<file path="src/hw/dcc_pkg.sv">
package dcc_pkg;

   // Register offsets on the serial bus, indexed by channel
   localparam logic [1:0][7:0] CTL_ADDR      = {8'hD4, 8'hD0};
   localparam logic [1:0][7:0] ALE_ADDR      = {8'hD5, 8'hD1};
   localparam logic [1:0][7:0] STS_ADDR      = {8'hD6, 8'hD2};

   // Control register fields
   localparam int              CTL_MODE_HI   = 7;
   localparam int              CTL_MODE_LO   = 6;
   localparam int              CTL_PIN_DATA  = 5;
   localparam int              CTL_BCAST_EN  = 4;
   localparam int              CTL_FET_ON    = 3;
   localparam int              CTL_RETRY_OC  = 2;
   localparam int              CTL_RETRY_LO  = 1;
   localparam int              CTL_RETRY_HI  = 0;

   // Status fields; alert-enable and fault log share bits 5..0
   localparam int              STS_FET_ON    = 7;
   localparam int              STS_PIN       = 6;
   localparam int              STS_SHORT     = 5;
   localparam int              STS_CARD      = 4;
   localparam int              STS_PBAD      = 3;
   localparam int              STS_OC        = 2;
   localparam int              STS_LO_TH     = 1;
   localparam int              STS_HI_TH     = 0;

   // Reset values and writable-bit masks; control ones indexed by channel, alert-enable ones shared
   localparam logic [1:0][7:0] CTL_RESET     = {8'h37, 8'h27};
   localparam logic [1:0][7:0] CTL_WMASK     = {8'hFF, 8'hEF};
   localparam logic [7:0]      ALE_RESET     = 8'h00;
   localparam logic [7:0]      ALE_WMASK     = 8'h3F;

   // Serial bus addresses
   localparam logic [6:0]      DEV_ADDR      = 7'h44;
   localparam logic [7:0]      BCAST_ADDR    = 8'hC6;
   localparam logic [7:0]      ARA_ADDR      = 8'h19;

   // Timing
   localparam int              CLK_MHZ       = 50;
   localparam int              DEBOUNCE_US   = 100;

   // General pin use
   typedef enum logic [1:0] {
      PM_PGOOD_INV = 2'b00,
      PM_PGOOD     = 2'b01,
      PM_OUTPUT    = 2'b10,
      PM_INPUT     = 2'b11
   } dcc_pin_mode_t;

   // Serial slave states
   typedef enum logic [2:0] {
      BS_IDLE   = 3'b000,
      BS_RX     = 3'b001,
      BS_RX_ACK = 3'b010,
      BS_TX     = 3'b011,
      BS_TX_ACK = 3'b100
   } dcc_bus_state_t;

endpackage : dcc_pkg

</file>
<file path="src/hw/dcc_serial_slave.sv">
`timescale 1ns/1ns
`default_nettype none

module dcc_serial_slave
   import dcc_pkg::*;
(
   input  wire logic       core_clk_in,
   input  wire logic       rst_in,
   input  wire logic       scl_in,
   input  wire logic       sda_in,
   input  wire logic       bcast_en_in,
   input  wire logic       alert_active_in,
   input  wire logic [7:0] rd_data_in,
   output logic            sda_oe_out,
   output logic            wr_stb_out,
   output logic [7:0]      wr_data_out,
   output logic [7:0]      reg_ptr_out,
   output logic            addressed_out,
   output logic            ara_done_out
);

   logic           scl_q1, scl_q2, scl_q3;
   logic           sda_q1, sda_q2, sda_q3;
   logic           scl_rise, scl_fall, bus_start, bus_stop;
   dcc_bus_state_t state;
   logic [3:0]     bit_cnt;
   logic [7:0]     shreg;
   logic [7:0]     tx_byte;
   logic           first_byte, cmd_next, rd_mode, ara_mode, more;

   // Pin synchronisers plus one history stage for edges
   always_ff @(posedge core_clk_in) begin
      if (rst_in) begin
         scl_q1 <= 1'b1;
         scl_q2 <= 1'b1;
         scl_q3 <= 1'b1;
         sda_q1 <= 1'b1;
         sda_q2 <= 1'b1;
         sda_q3 <= 1'b1;
      end else begin
         scl_q1 <= scl_in;
         scl_q2 <= scl_q1;
         scl_q3 <= scl_q2;
         sda_q1 <= sda_in;
         sda_q2 <= sda_q1;
         sda_q3 <= sda_q2;
      end
   end

   // Bus events
   assign scl_rise  = scl_q2 & ~scl_q3;
   assign scl_fall  = ~scl_q2 & scl_q3;
   assign bus_start = scl_q2 & scl_q3 & sda_q3 & ~sda_q2;
   assign bus_stop  = scl_q2 & scl_q3 & ~sda_q3 & sda_q2;
   assign tx_byte   = ara_mode ? {DEV_ADDR, 1'b0} : rd_data_in;

   // Byte engine: address, command pointer, data
   always_ff @(posedge core_clk_in) begin
      if (rst_in) begin
         state         <= BS_IDLE;
         bit_cnt       <= 4'h0;
         shreg         <= 8'h00;
         first_byte    <= 1'b0;
         cmd_next      <= 1'b0;
         rd_mode       <= 1'b0;
         ara_mode      <= 1'b0;
         more          <= 1'b0;
         sda_oe_out    <= 1'b0;
         wr_stb_out    <= 1'b0;
         wr_data_out   <= 8'h00;
         reg_ptr_out   <= 8'h00;
         addressed_out <= 1'b0;
         ara_done_out  <= 1'b0;
      end else begin
         wr_stb_out    <= 1'b0;
         addressed_out <= 1'b0;
         ara_done_out  <= 1'b0;
         if (bus_start) begin
            state      <= BS_RX;
            bit_cnt    <= 4'h0;
            first_byte <= 1'b1;
            sda_oe_out <= 1'b0;
         end else if (bus_stop) begin
            state      <= BS_IDLE;
            sda_oe_out <= 1'b0;
         end else begin
            case (state)
               BS_RX: begin
                  if (scl_rise && bit_cnt != 4'h8) begin
                     shreg   <= {shreg[6:0], sda_q2};
                     bit_cnt <= bit_cnt + 4'h1;
                  end else if (scl_fall && bit_cnt == 4'h8) begin
                     if (first_byte) begin
                        first_byte <= 1'b0;
                        cmd_next   <= 1'b1;
                        if (shreg[7:1] == DEV_ADDR) begin
                           sda_oe_out    <= 1'b1;
                           rd_mode       <= shreg[0];
                           ara_mode      <= 1'b0;
                           addressed_out <= 1'b1;
                           state         <= BS_RX_ACK;
                        end else if (shreg == BCAST_ADDR && bcast_en_in) begin
                           sda_oe_out <= 1'b1;
                           rd_mode    <= 1'b0;
                           ara_mode   <= 1'b0;
                           state      <= BS_RX_ACK;
                        end else if (shreg == ARA_ADDR && alert_active_in) begin
                           sda_oe_out <= 1'b1;
                           rd_mode    <= 1'b1;
                           ara_mode   <= 1'b1;
                           state      <= BS_RX_ACK;
                        end else begin
                           state <= BS_IDLE;
                        end
                     end else begin
                        sda_oe_out <= 1'b1;
                        state      <= BS_RX_ACK;
                        if (cmd_next) begin
                           reg_ptr_out <= shreg;
                           cmd_next    <= 1'b0;
                        end else begin
                           wr_data_out <= shreg;
                           wr_stb_out  <= 1'b1;
                        end
                     end
                  end
               end
               BS_RX_ACK: begin
                  if (scl_fall) begin
                     bit_cnt <= 4'h0;
                     if (rd_mode) begin
                        shreg      <= tx_byte;
                        sda_oe_out <= ~tx_byte[7];
                        state      <= BS_TX;
                     end else begin
                        sda_oe_out <= 1'b0;
                        state      <= BS_RX;
                     end
                  end
               end
               BS_TX: begin
                  if (scl_fall) begin
                     if (bit_cnt == 4'h7) begin
                        sda_oe_out   <= 1'b0;
                        state        <= BS_TX_ACK;
                        ara_done_out <= ara_mode;
                     end else begin
                        shreg      <= {shreg[6:0], 1'b0};
                        sda_oe_out <= ~shreg[6];
                        bit_cnt    <= bit_cnt + 4'h1;
                     end
                  end
               end
               BS_TX_ACK: begin
                  if (scl_rise) begin
                     more <= ~sda_q2;
                  end else if (scl_fall) begin
                     if (more) begin
                        shreg      <= tx_byte;        // Read word repeats the register
                        sda_oe_out <= ~tx_byte[7];
                        bit_cnt    <= 4'h0;
                        state      <= BS_TX;
                     end else begin
                        state <= BS_IDLE;
                     end
                  end
               end
               default: begin
                  state <= BS_IDLE;
               end
            endcase
         end
      end
   end

endmodule : dcc_serial_slave

`default_nettype wire

</file>
<file path="src/hw/dcc_regs.sv">
// Contract
// - Mode field selects power-good, output or input
// - Output mode: bit 5 high-Z or low
// - Channel 2 bit 4 enables broadcast writes
// - Bit 3 drives transistor, loads debounced request
// - Bit 2 selects overcurrent retry or latch
// - Bit 1 selects undervoltage retry or latch
// - Bit 0 selects overvoltage retry or latch
// - Alert enables for short and card change
// - Alert enables for power bad, three faults
// - All alert enables reset to zero
// - Status 7 shows transistor on
// - Status 6 shows general pin level
// - Status 5 shows transistor short present
// - Status 4 high when card input low
// - Status 3 high when feedback low
// - Status 2 shows overcurrent present
// - Status 1 high when low threshold low
// - Status 0 high when high threshold high
// - Status is read-only, writes ignored
// - Enabled new fault pulls alert low once
// - Alert released by response or addressing
`timescale 1ns/1ns
`default_nettype none

module dcc_regs
   import dcc_pkg::*;
#(
   parameter int DEBOUNCE_CYCLES = DEBOUNCE_US * CLK_MHZ
)
(
   input  wire logic       core_clk_in,
   input  wire logic       rst_in,
   input  wire logic       scl_in,
   input  wire logic       sda_in,
   output logic            sda_out,
   output logic            sda_oe_out,
   input  wire logic [1:0] general_pin_in,
   output logic      [1:0] general_pin_out,
   output logic      [1:0] general_pin_oe_out,
   input  wire logic [1:0] card_present_input_n_in,
   input  wire logic [1:0] output_feedback_pin_in,
   input  wire logic [1:0] input_low_threshold_in,
   input  wire logic [1:0] input_high_threshold_in,
   input  wire logic [1:0] overcurrent_in,
   input  wire logic [1:0] transistor_short_in,
   input  wire logic       power_up_request_in,
   input  wire logic [5:0] fault_log_ch1_in,
   input  wire logic [5:0] fault_log_ch2_in,
   output logic      [1:0] fet_on_out,
   output logic      [1:0] retry_overcurrent_out,
   output logic      [1:0] retry_undervoltage_out,
   output logic      [1:0] retry_overvoltage_out,
   output logic            alert_out,
   output logic            alert_oe_out
);

   logic [7:0]  ctrl_r   [2];
   logic [7:0]  alen_r   [2];
   logic [7:0]  status_w [2];
   logic [5:0]  fault_log[2];
   logic [5:0]  fire     [2];
   logic [7:0]  rd_data;
   logic [7:0]  reg_ptr;
   logic [7:0]  wr_data;
   logic        wr_stb;
   logic        addressed;
   logic        ara_done;
   logic        req_q1, req_q2;
   logic        req_stable;
   logic        req_load;
   logic [15:0] deb_cnt;
   logic        fire_any;

   assign fault_log[0] = fault_log_ch1_in;
   assign fault_log[1] = fault_log_ch2_in;

   // Serial bus front end
   dcc_serial_slave u_slave (
      .core_clk_in     (core_clk_in),
      .rst_in          (rst_in),
      .scl_in          (scl_in),
      .sda_in          (sda_in),
      .bcast_en_in     (ctrl_r[1][CTL_BCAST_EN]),
      .alert_active_in (alert_oe_out),
      .rd_data_in      (rd_data),
      .sda_oe_out      (sda_oe_out),
      .wr_stb_out      (wr_stb),
      .wr_data_out     (wr_data),
      .reg_ptr_out     (reg_ptr),
      .addressed_out   (addressed),
      .ara_done_out    (ara_done)
   );

   // Open-drain data line only ever pulls low
   always_ff @(posedge core_clk_in) begin
      sda_out   <= 1'b0;
      alert_out <= 1'b0;
   end

   // Power-up request synchroniser
   always_ff @(posedge core_clk_in) begin
      if (rst_in) begin
         req_q1 <= 1'b0;
         req_q2 <= 1'b0;
      end else begin
         req_q1 <= power_up_request_in;
         req_q2 <= req_q1;
      end
   end

   // Debounce: a new level must hold for the full delay
   always_ff @(posedge core_clk_in) begin
      if (rst_in) begin
         deb_cnt    <= 16'h0000;
         req_stable <= 1'b0;
         req_load   <= 1'b0;
      end else begin
         req_load <= 1'b0;
         if (req_q2 != req_stable) begin
            if (deb_cnt == 16'(DEBOUNCE_CYCLES - 1)) begin
               deb_cnt    <= 16'h0000;
               req_stable <= req_q2;
               req_load   <= 1'b1;
            end else begin
               deb_cnt <= deb_cnt + 16'h0001;
            end
         end else begin
            deb_cnt <= 16'h0000;
         end
      end
   end

   // Per-channel registers, status and pin drive
   for (genvar ch = 0; ch < 2; ch++) begin : g_ch
      logic [6:0]    pin_raw, pin_q1, pin_q2;
      logic          gp_lvl, short_lvl, card_n_lvl, fdbk_lvl, oc_lvl, lo_th_lvl, hi_th_lvl;
      logic          ctl_hit, ale_hit;
      logic [5:0]    alerted;
      dcc_pin_mode_t mode;

      assign pin_raw = {general_pin_in[ch], transistor_short_in[ch],
                        card_present_input_n_in[ch], output_feedback_pin_in[ch],
                        overcurrent_in[ch], input_low_threshold_in[ch],
                        input_high_threshold_in[ch]};

      // Two-stage synchroniser on all channel pins
      always_ff @(posedge core_clk_in) begin
         if (rst_in) begin
            pin_q1 <= 7'h00;
            pin_q2 <= 7'h00;
         end else begin
            pin_q1 <= pin_raw;
            pin_q2 <= pin_q1;
         end
      end

      assign {gp_lvl, short_lvl, card_n_lvl, fdbk_lvl, oc_lvl, lo_th_lvl, hi_th_lvl} = pin_q2;

      // Live status, no storage so writes cannot touch it
      assign status_w[ch][STS_FET_ON] = ctrl_r[ch][CTL_FET_ON];
      assign status_w[ch][STS_PIN]    = gp_lvl;
      assign status_w[ch][STS_SHORT]  = short_lvl;
      assign status_w[ch][STS_CARD]   = ~card_n_lvl;
      assign status_w[ch][STS_PBAD]   = ~fdbk_lvl;
      assign status_w[ch][STS_OC]     = oc_lvl;
      assign status_w[ch][STS_LO_TH]  = ~lo_th_lvl;
      assign status_w[ch][STS_HI_TH]  = hi_th_lvl;

      assign ctl_hit = wr_stb && (reg_ptr == CTL_ADDR[ch]);
      assign ale_hit = wr_stb && (reg_ptr == ALE_ADDR[ch]);

      // Control register; debounced request overrides bit 3
      always_ff @(posedge core_clk_in) begin
         if (rst_in) begin
            ctrl_r[ch] <= CTL_RESET[ch];
         end else begin
            if (ctl_hit) begin
               ctrl_r[ch] <= wr_data & CTL_WMASK[ch];
            end
            if (req_load) begin
               ctrl_r[ch][CTL_FET_ON] <= req_stable;
            end
         end
      end

      // Alert-enable register
      always_ff @(posedge core_clk_in) begin
         if (rst_in) begin
            alen_r[ch] <= ALE_RESET;
         end else if (ale_hit) begin
            alen_r[ch] <= wr_data & ALE_WMASK;
         end
      end

      // One alert per fault until its log bit clears
      assign fire[ch] = fault_log[ch] & alen_r[ch][5:0] & ~alerted;

      always_ff @(posedge core_clk_in) begin
         if (rst_in) begin
            alerted <= 6'h00;
         end else begin
            alerted <= (alerted | fire[ch]) & fault_log[ch];
         end
      end

      assign mode = dcc_pin_mode_t'(ctrl_r[ch][CTL_MODE_HI:CTL_MODE_LO]);

      // General pin drive, open drain
      always_ff @(posedge core_clk_in) begin
         if (rst_in) begin
            general_pin_out[ch]    <= 1'b0;
            general_pin_oe_out[ch] <= 1'b0;
         end else begin
            general_pin_out[ch] <= 1'b0;
            case (mode)
               PM_PGOOD_INV: general_pin_oe_out[ch] <= ~fdbk_lvl;
               PM_PGOOD:     general_pin_oe_out[ch] <= fdbk_lvl;
               PM_OUTPUT:    general_pin_oe_out[ch] <=
                                ~ctrl_r[ch][CTL_PIN_DATA];
               PM_INPUT:     general_pin_oe_out[ch] <= 1'b0;
               default:      general_pin_oe_out[ch] <= 1'b0;
            endcase
         end
      end

      // Control outputs straight from the register
      assign fet_on_out[ch]             = ctrl_r[ch][CTL_FET_ON];
      assign retry_overcurrent_out[ch]  = ctrl_r[ch][CTL_RETRY_OC];
      assign retry_undervoltage_out[ch] = ctrl_r[ch][CTL_RETRY_LO];
      assign retry_overvoltage_out[ch]  = ctrl_r[ch][CTL_RETRY_HI];
   end

   // Register read mux; unmapped offsets read zero
   always_comb begin
      rd_data = 8'h00;
      for (int ch = 0; ch < 2; ch++) begin
         if (reg_ptr == CTL_ADDR[ch]) begin
            rd_data = ctrl_r[ch];
         end
         if (reg_ptr == ALE_ADDR[ch]) begin
            rd_data = alen_r[ch];
         end
         if (reg_ptr == STS_ADDR[ch]) begin
            rd_data = status_w[ch];
         end
      end
   end

   assign fire_any = |{fire[0], fire[1]};

   // Alert line: a new fault wins over a release in the same cycle
   always_ff @(posedge core_clk_in) begin
      if (rst_in) begin
         alert_oe_out <= 1'b0;
      end else if (fire_any) begin
         alert_oe_out <= 1'b1;
      end else if (ara_done || addressed) begin
         alert_oe_out <= 1'b0;
      end
   end

endmodule : dcc_regs

`default_nettype wire

</file>
<file path="config.mk">
export PLATFORM = sky130hd
export DESIGN_NAME = dcc_regs
export DESIGN_NICKNAME = d
export VERILOG_FILES = /design/src/hw/dcc_pkg.sv /design/src/hw/dcc_serial_slave.sv /design/src/hw/dcc_regs.sv
export SDC_FILE = /design/constraint.sdc
export NUM_CORES = 1
export LEC_CHECK = 0
export BUFFER_PORTS_ARGS = -buffer_cell sky130_fd_sc_hd__buf_2
export CAP_MARGIN = 20
export CORE_ASPECT_RATIO = 1.75
export CORE_MARGIN = 2
export CORE_UTILIZATION = 65
export CTS_BUF_LIST = sky130_fd_sc_hd__clkbuf_8
export DETAILED_ROUTE_END_ITERATION = 7
export PLACE_DENSITY_LB_ADDON = 0.1
export SYNTH_ARGS = -nofsm -noshare
export SYNTH_HDL_FRONTEND = slang
export SYNTH_SLANG_ARGS = --single-unit
</file>
<file path="constraint.sdc">
create_clock -name core_clk_in -period 4.65 [get_ports core_clk_in]
set_clock_uncertainty 0.05 [all_clocks]
set_input_delay 0.465 -clock core_clk_in [delete_from_list [all_inputs] [get_ports core_clk_in]]
set_output_delay 0.465 -clock core_clk_in [all_outputs]
set_load 0.005 [all_outputs]
</file>
# == After elaboration in Yosys (flattened, before gate mapping) ==
# Memory sizes are Yosys's and may differ from the RTL's.
# Cells that the tools add are included.
# Widths: inputs -> output; s select.
# word_totals
word_cells,261
n_memories,2
ram_bits,28
output_inout_bits,16
reg_bits,109
in_bits,31
# classes
reduce_logical,36
bitwise,48
mux,93
add_sub_neg,2
eq_ne,45
# memory_table
name,words,width,rd,rd_ports_with_merged_regs,wr,line,rtl
ctrl_r,2,8,2,0,2,dcc_regs.sv:58,logic [7:0] ctrl_r [2];
alen_r,2,6,2,0,2,dcc_regs.sv:59,logic [7:0] alen_r [2];
# op_table
op,n
$mux 8,17
$eq 8x8->1 const B,7
$mux 1,48
$and 6x6->6,6
$reduce_and 7->1,5
$pmux 8 s4,1
$mux 3,10
$mux 4,7
$not 1->1,25
$ne 2x1->1 const B,10
$ne 4x1->1 const B,5
$reduce_and 9->1,2
$add 16x1->16 const B,1
$eq 16x13->1 const B,1
$pmux 4 s4,1
$reduce_or 7->1,2
$mux 6,2
$not 6->6,2
$or 6x6->6,2
$pmux 1 s4,3
$pmux 3 s4,1
$reduce_or 12->1,1
$reduce_and 11->1,1
$eq 2x2->1 const B,4
other kinds (29),60

# == Logic depth before layout (Yosys ltp) ==
# Gate-level depths: netlist of the first run.
# logic_depth
word_depth,13
mapped_depth,9
mapped_depth_nobuf,7

# == Modules after synthesis ==
# From an unflattened synthesis of the first run, not the netlist that was laid out.
# unflattened
cells_unflattened,624
hier_area_um2,6120.9
# by_module_without_submodules
mod,instances,seq_area_each_um2,area_each_um2,cells_per_inst
dcc_regs,1,2072.0,3957.5,381
dcc_serial_slave,1,920.9,2163.3,243

# == Least setup slack after synthesis of the first run ==
# OpenSTA, ideal clock, no wires.
# synth_timing
path_kind,register to register
from,reg u_slave.bit_cnt[0]
to,reg u_slave.shreg[1]
arrival_ps,1896
setup_slack_ps,2616
n_path_buf,1
setup_ps,88
required_ps,4512
path_stages_with_launch,9
period_less_slack_ps,2034
cell_sequence,dfxtp_1 inv_1 ha_1 and3b_1 buf_6 or3_4 a211oi_4 nand2_2 o32ai_2
# synth_via
elab_chain_len,4
word_cells_on_any_way,6
classes_between,4 x eq/ne; 2 x reduce/logical
# synth_lines
element,line,rtl
from (decl),dcc_serial_slave.sv:26,logic [3:0] bit_cnt;
from (signal assigned),dcc_serial_slave.sv:91,bit_cnt <= bit_cnt + 4'h1;
from (signal assigned),dcc_serial_slave.sv:150,bit_cnt <= bit_cnt + 4'h1;
$ne 4x4->1,dcc_serial_slave.sv:89,if (scl_rise && bit_cnt != 4'h8) begin
$logic_and 1x1->1,dcc_serial_slave.sv:89,
$ne 2x1->1 (no line),-,
$reduce_and 11->1 (no line) *,-,
to (signal assigned),dcc_serial_slave.sv:90,"shreg <= {shreg[6:0], sda_q2};"
to (signal assigned),dcc_serial_slave.sv:132,shreg <= tx_byte;
to (signal assigned),dcc_serial_slave.sv:148,"shreg <= {shreg[6:0], 1'b0};"
to (decl),dcc_serial_slave.sv:27,logic [7:0] shreg;
# Mark *: on every way between the ends. The rest lies on a longest branch, timed or not.
# A chain may end at the register's enable or synchronous reset.

==> reports/qor.csv, run 1 <==
metric,value,unit
status,finished clean,
"Critical Path, Cell by Cell",nand4b_1 > nor2_1 > nand3_1 > o21ai_0,
sequential share of the synthesized area,49.7,%
CP max stage cell,o21ai_0,
TritonCTS Buffers,17,
f_max,367,MHz
"commonest non-fill, non-tap cell in the layout",dfxtp_1,
post-synthesis compound-gate area fraction,14.7,%
CTS tree,built,
largest family of logic cells by synthesized area,simple AND/OR/NAND/NOR gates,
Initial Util,66.7,%
synth unique cells,78,
vias,4638,
xor/xnor share of the synthesized area,2.62,%
Hold WS,0.142,ns
Core Area,0.00904,mm^2
switching pwr,640,uW
multi-input logic area,0.00271,mm^2
# rows,46,
Crit path largest cell delay,0.74,ns
unrepaired setup endpoints after global routing,no,
Relative slew margins,36.3,%
Remaining DRCs,0,
FF/Latch Area,0.00299,mm^2
Adder-Cell Fraction of Synth Area,0.623,%
Yosys Warn Count,0,
hold buffers post-CTS,0,
Worst Hold Class,input port to flop,
Placed Cells incl. Taps,736,
Max Slew Vio Count,0,
CP Class,flop to flop,
Clk network pwr share,37.4,%
area grow syn2layout,7.89,%
# Max-Cap Violations,0,
Comb pwr share,8.0,%
clk_lat worst skew,0.45,ns
Avg WL per Cell,18.8,um
Mapped Cells,610,
Required @ worst endpoint,4.67,ns
Routed WL,14500,um
# nets final,669,
first drt pass iteration count,5,
CTS sink cnt,136,
Worst Path Max Fanout,13,
share of cells above drive strength 1,16.0,%
final setup fails,0,
H-tree lvl count,4,
Power Internal,1.71,mW
Chip Width,76.8,um
IO Pins,47,
post-CTS setup buffers,0,
first-pass GRT wire length,23000,um
Final Hold Vio Count,0,
Crit. End Element,flop,
syn avg cell area,9.87,um^2
die area,0.0101,mm^2
initial antenna violation count,0,
Fillers,714,
Clock transition at path regs,0.08,ns
total negative slack,0,ns
Setup crit start kind,flop,
First DRT Iteration DRCs,346,
Static Leak,2.45,nW
Most used DFF post-synth,dfxtp_1,
largest net degree at the start of global routing,75,
sequential power share,54.6,%
Total GRT Usage,29.8,%
mux share of post-synthesis cell area,4.26,%
ANT cells,0,
RePlAce Congestion,0.947,
vias per std cell,6.04,
simple-gate share of the synthesized area,22.5,%
VDD IR-drop max,0.389,mV
Syn Std Cell Area,0.00602,mm^2
"non-filler cells, final",768,
Sw Share,27.2,%
"flops & latches, synth",136,
"commonest non-fill, non-tap cells in the layout","dfxtp_1, nor2_1, buf_2",
post-CTS resize count,0,
Clock Tree Buf Depth,2,
vias in the first global route,4754,
asr flop ratio synth,0,%
Port-buffer cells,42,
clk root buf,clkbuf_8,
Tmin final,2.72,ns
pwr dens,362,mW/mm^2
Die Y,131,um
Final Cycle Share,58.6,%
post-DP HPWL,10800,um
antenna-violating nets left,0,
Critical Path AT,2.75,ns
Post-synth EDFFs,27,
Worst-Margin Slew,0.954,ns
grt ovf,0,
flip-flops by register name, summed over array words and instances (netlist names), 2 cells and up:
| register | cells |
|---|---|
| g_ch.alerted | 12 |
| u_slave.state | 3 |
| alen_r | 12 |
| u_slave.reg_ptr_out | 8 |
| u_slave.bit_cnt | 4 |
| u_slave.wr_data_out | 8 |
| g_ch.pin_q1 | 14 |
| u_slave.shreg | 8 |
| g_ch.pin_q2 | 14 |
| deb_cnt | 16 |
| ctrl_r | 15 |
| general_pin_oe_out | 2 |
path summary, 6_finish.rpt:
kind / start / endpoint / slack (ns) / cells past startpoint
max reg2reg: u_slave.reg_ptr_out[5] / ctrl_r[0][0] / 1.93 / 4
max: u_slave.reg_ptr_out[5] / ctrl_r[0][0] / 1.93 / 4
min reg2reg: u_slave.sda_q1 / u_slave.sda_q2 / 0.37 / 1
min: scl_in / u_slave.scl_q1 / 0.14 / 2
cells by family (layout without fill, tap and decap cells):
kind of cell,Yosys count,in the layout
AO/OA/AOI/OAI,121,121
XOR/XNOR,18,18
adder cells (fa/ha/maj),3,3
buffers and inverters,57,92
flip-flops,136,136
multiplexers,23,23
other,1,4
AND/OR/NAND/NOR,251,251
metal layers:
layer / global-route usage, % / share of wire [%] / routed length, um / up-vias
met5: 0 / 0 / 0 / -
met4: 22.0 / 7.5 / 1080 / 0
met3: 6.66 / 4.4 / 638 / 73
met2: 54.4 / 54 / 7740 / 180
met1: 28.4 / 35 / 5010 / 2179
li1: - / - / - / 2206
critical path: cells and delay by family (launching register included):
kind | cells | cell delay, ns
and+or+nand+nor | 3 | 1.24
DFF | 1 | 0.32
AOI/OAI and AO/OA | 1 | 0.74
synth_stat cells, types with 4 or more instances:
cell type | count | share of area [%]
nand2_1 | 40 | 2.5
dfxtp_1 | 109 | 36
nor2_1 | 62 | 3.9
nand3_1 | 11 | 0.91
o21ai_0 | 20 | 1.7
xor2_1 | 10 | 1.5
nor3b_1 | 4 | 0.50
nor4_1 | 4 | 0.42
o32ai_2 | 4 | 1.1
buf_4 | 13 | 1.6
nor3_1 | 17 | 1.4
nand2b_1 | 11 | 1.1
nand3b_1 | 4 | 0.50
nor2b_1 | 36 | 3.7
and2_1 | 19 | 2.0
mux2i_1 | 20 | 3.3
clkbuf_1 | 15 | 0.93
edfxtp_1 | 27 | 13
a31oi_1 | 8 | 0.83
a211oi_1 | 5 | 0.62
o22ai_1 | 8 | 0.83
o211a_1 | 13 | 2.2
a21oi_1 | 27 | 2.2
nand4_1 | 8 | 0.83
inv_1 | 16 | 1.0
buf_6 | 6 | 1.1
and3_1 | 4 | 0.42
or2_2 | 7 | 0.73
xnor2_1 | 8 | 1.2
layout make-up:
class,instances,area share (%)
well taps,120,2.31
flip-flops and latches,136,46.1
repair buffers,44,3.47
multi-input cells,420,41.7
clock inverters,14,1.73
clock buffers,18,3.81
inverters,16,0.924
power groups by stage:
| stage | Sequential [mW] | Combinational, mW | Clock [mW] |
|---|---|---|---|
| floorplan | 1.29 | 0.151 | 0 |
| global placement | 1.31 | 0.180 | 0 |
| detailed placement | 1.31 | 0.185 | 0 |
| CTS | 1.28 | 0.185 | 0.898 |
| global route | 1.29 | 0.205 | 0.942 |
| finish | 1.28 | 0.188 | 0.880 |
through the flow:
stage / instance area (um^2) / setup WS, ns / utilization (%) / power [mW]
global placement: 6140 / 2.09 / 67.9 / 1.49
finish: 6500 / 1.93 / 71.9 / 2.35
CTS: 6500 / 2.00 / 71.9 / 2.37
detailed placement: 6140 / 2.03 / 67.9 / 1.49
global route: 6500 / 1.79 / 71.9 / 2.43
floorplan: 6030 / 2.62 / - / 1.44
Power figures use the tool's default switching activity.
==> inputs of run 2 (changes only) <==
--- a/config.mk
+++ b/config.mk
@@ -9,7 +9,7 @@
 export CAP_MARGIN = 20
 export CORE_ASPECT_RATIO = 1.75
 export CORE_MARGIN = 2
-export CORE_UTILIZATION = 65
+export CORE_UTILIZATION = 56
 export CTS_BUF_LIST = sky130_fd_sc_hd__clkbuf_8
 export DETAILED_ROUTE_END_ITERATION = 7
 export PLACE_DENSITY_LB_ADDON = 0.1
==> constraint.sdc (replaced) <==
create_clock -name core_clk_in -period 2.2 [get_ports core_clk_in]
set_clock_uncertainty 0.05 [all_clocks]
set_input_delay 0.22 -clock core_clk_in [delete_from_list [all_inputs] [get_ports core_clk_in]]
set_output_delay 0.22 -clock core_clk_in [all_outputs]
set_load 0.005 [all_outputs]
==> reports/qor.csv, run 2 (same netlist as run 1, synthesis figures left out) <==
metric,value,unit
first drt pass iteration count,6,
sequential power share,50.1,%
largest net degree at the start of global routing,50,
Top reg by flops,deb_cnt,
Relative slew margins,54.7,%
fin util,67.0,%
antenna-violating nets left,0,
CP max stage cell,or3_4,
initial antenna violation count,0,
die area,0.0116,mm^2
Total GRT Usage,27.3,%
Fillers,855,
TritonCTS Buffers,17,
Avg WL per Cell,17.9,um
vias per std cell,5.75,
Port-buffer cells,42,
Clock Tree Buf Depth,2,
H-tree lvl count,4,
Max Slew Vio Count,0,
Area after DPL,0.00635,mm^2
IO Pins,47,
Worst Path Max Fanout,5,
ANT cells,0,
Power Internal,4.10,mW
Chip Width,82.4,um
Worst Hold Launch,rst_in,
# Max-Cap Violations,0,
share of cells above drive strength 1,18.9,%
max reg flops,16,
status,finished clean,
# nets final,725,
grt ovf,0,
vias,4786,
Routed WL,14900,um
top cell family by delay on the critical path,simple AND/OR/NAND/NOR gates,
RePlAce Congestion,0.867,
First DRT Iteration DRCs,280,
WHS Path Cells,3,
"Critical Path, Cell by Cell",inv_1 > ha_1 > and3b_1 > or3_4 > a211oi_4 > buf_4 > mux2i_1 > nor2_1,
Critical Path AT,2.39,ns
Tmin final,2.13,ns
Final Cycle Share,96.7,%
area grow syn2layout,17.6,%
CP Depth,8,
first-pass GRT wire length,23600,um
pwr dens,760,mW/mm^2
r2r endpoint,u_slave.shreg[7],
"commonest non-fill, non-tap cell in the layout",dfxtp_1,
clk_lat worst skew,0.44,ns
Clock transition at path regs,0.08,ns
# rows,50,
unrepaired setup endpoints after global routing,yes,
f_max,470,MHz
Clk network pwr share,41.0,%
Remaining DRCs,0,
Crit. End Element,flop,
vias in the first global route,4825,
post-DP HPWL,10800,um
Largest regs,"deb_cnt: 16 flops, ctrl_r: 15 flops",
Initial Util,57.0,%
Static Leak,2.76,nW
final setup fails,0,
CTS tree,built,
CTS sink cnt,136,
switching pwr,1.28,mW
Setup crit start kind,flop,
final instance area,0.00709,mm^2
"Endpoint, Worst Hold",u_slave.wr_stb_out,
total negative slack,0,ns
Final Hold Vio Count,0,
Die Y,141,um
CP Class,flop to flop,
Required @ worst endpoint,2.47,ns
worst r2r src,u_slave.bit_cnt[0],
VDD IR-drop max,0.628,mV
Core Area,0.0106,mm^2
Crit path largest cell delay,0.40,ns
Worst-Margin Slew,0.673,ns
clk root buf,clkbuf_8,
worst r2r path cells,8,
Worst Hold Class,input port to flop,
Crit path buffers/inverters,2,
Sw Share,23.9,%
"commonest non-fill, non-tap cells in the layout","dfxtp_1, nor2_1, buf_2",
Comb pwr share,9.0,%
flop-to-flop setup slack,0.07,ns
==> run 2: cell types whose count changed in the layout (fill, tap and decap cells not counted), sizes merged <==
cell | previous run | this run
clkinv | 3 | 4
inv | 24 | 20
bufinv | 0 | 4
clkinvlp | 3 | 1
dlygate4sd3 | 0 | 29
buf | 44 | 71
==> run 2: layout make-up <==
type / count / area, um^2 / area share, %
Sequential cell: 136 / 3000 / 42.3
Multi-Input combinational cell: 420 / 2720 / 38.4
Timing Repair Buffer: 100 / 726 / 10.2
Clock buffer: 18 / 248 / 3.50
Clock inverter: 13 / 176 / 2.49
Tap cell: 130 / 163 / 2.30
Inverter: 16 / 60.1 / 0.848
==> run 2: power by group through the flow <==
stage / logic, mW / registers (mW) / clock network, mW
floorplan: 0.317 / 2.72 / 0
global placement: 0.412 / 2.75 / 0
detailed placement: 0.424 / 2.75 / 0
CTS: 0.465 / 2.69 / 2.23
global route: 0.519 / 2.70 / 2.34
finish: 0.482 / 2.70 / 2.21
==> run 2: what timing repair did <==
| item | in CTS | in global routing |
|---|---|---|
| endpoints found under the hold margin | 29 | 0 |
| setup buffers | 0 | 1 |
| setup endpoints to repair | 0 | 4 |
| hold buffers | 29 | 0 |
| resized for setup | 0 | 6 |
==> run 2: worst max-delay path by stage <==
stage	start	end	slack, ns
detailed placement	u_slave.bit_cnt[0]	u_slave.shreg[0]	0.06
CTS	u_slave.bit_cnt[0]	u_slave.shreg[0]	0.06
finish	u_slave.bit_cnt[0]	u_slave.shreg[7]	0.07
global route	u_slave.bit_cnt[0]	u_slave.shreg[7]	-0.02
global placement	u_slave.bit_cnt[0]	u_slave.shreg[0]	0.15
floorplan	u_slave.bit_cnt[0]	u_slave.shreg[1]	0.17
==> run 2: worst min-delay path, stage by stage <==
cell	delay (ns)
buf_2	0.10
inv_1	0.12
o211a_1	0.13
==> run 2: stage by stage <==
step	power (mW)	hold slack, ns	setup slack, ns	std cells
floorplan	3.03	0.274	0.166	613
global placement	3.16	0.344	0.146	772
detailed placement	3.18	0.355	0.0626	772
CTS	5.39	0.106	0.0597	832
global route	5.56	0.143	-0.0151	833
finish	5.39	0.129	0.0728	833
==> run 2: per-layer routing <==
metal / global-route usage [%] / vias up / wire [um]
li1: - / 2311 / -
met1: 28.2 / 2282 / 5530
met2: 49.0 / 148 / 8230
met3: 5.57 / 45 / 538
met4: 15.1 / 0 / 626
met5: 0 / - / 0
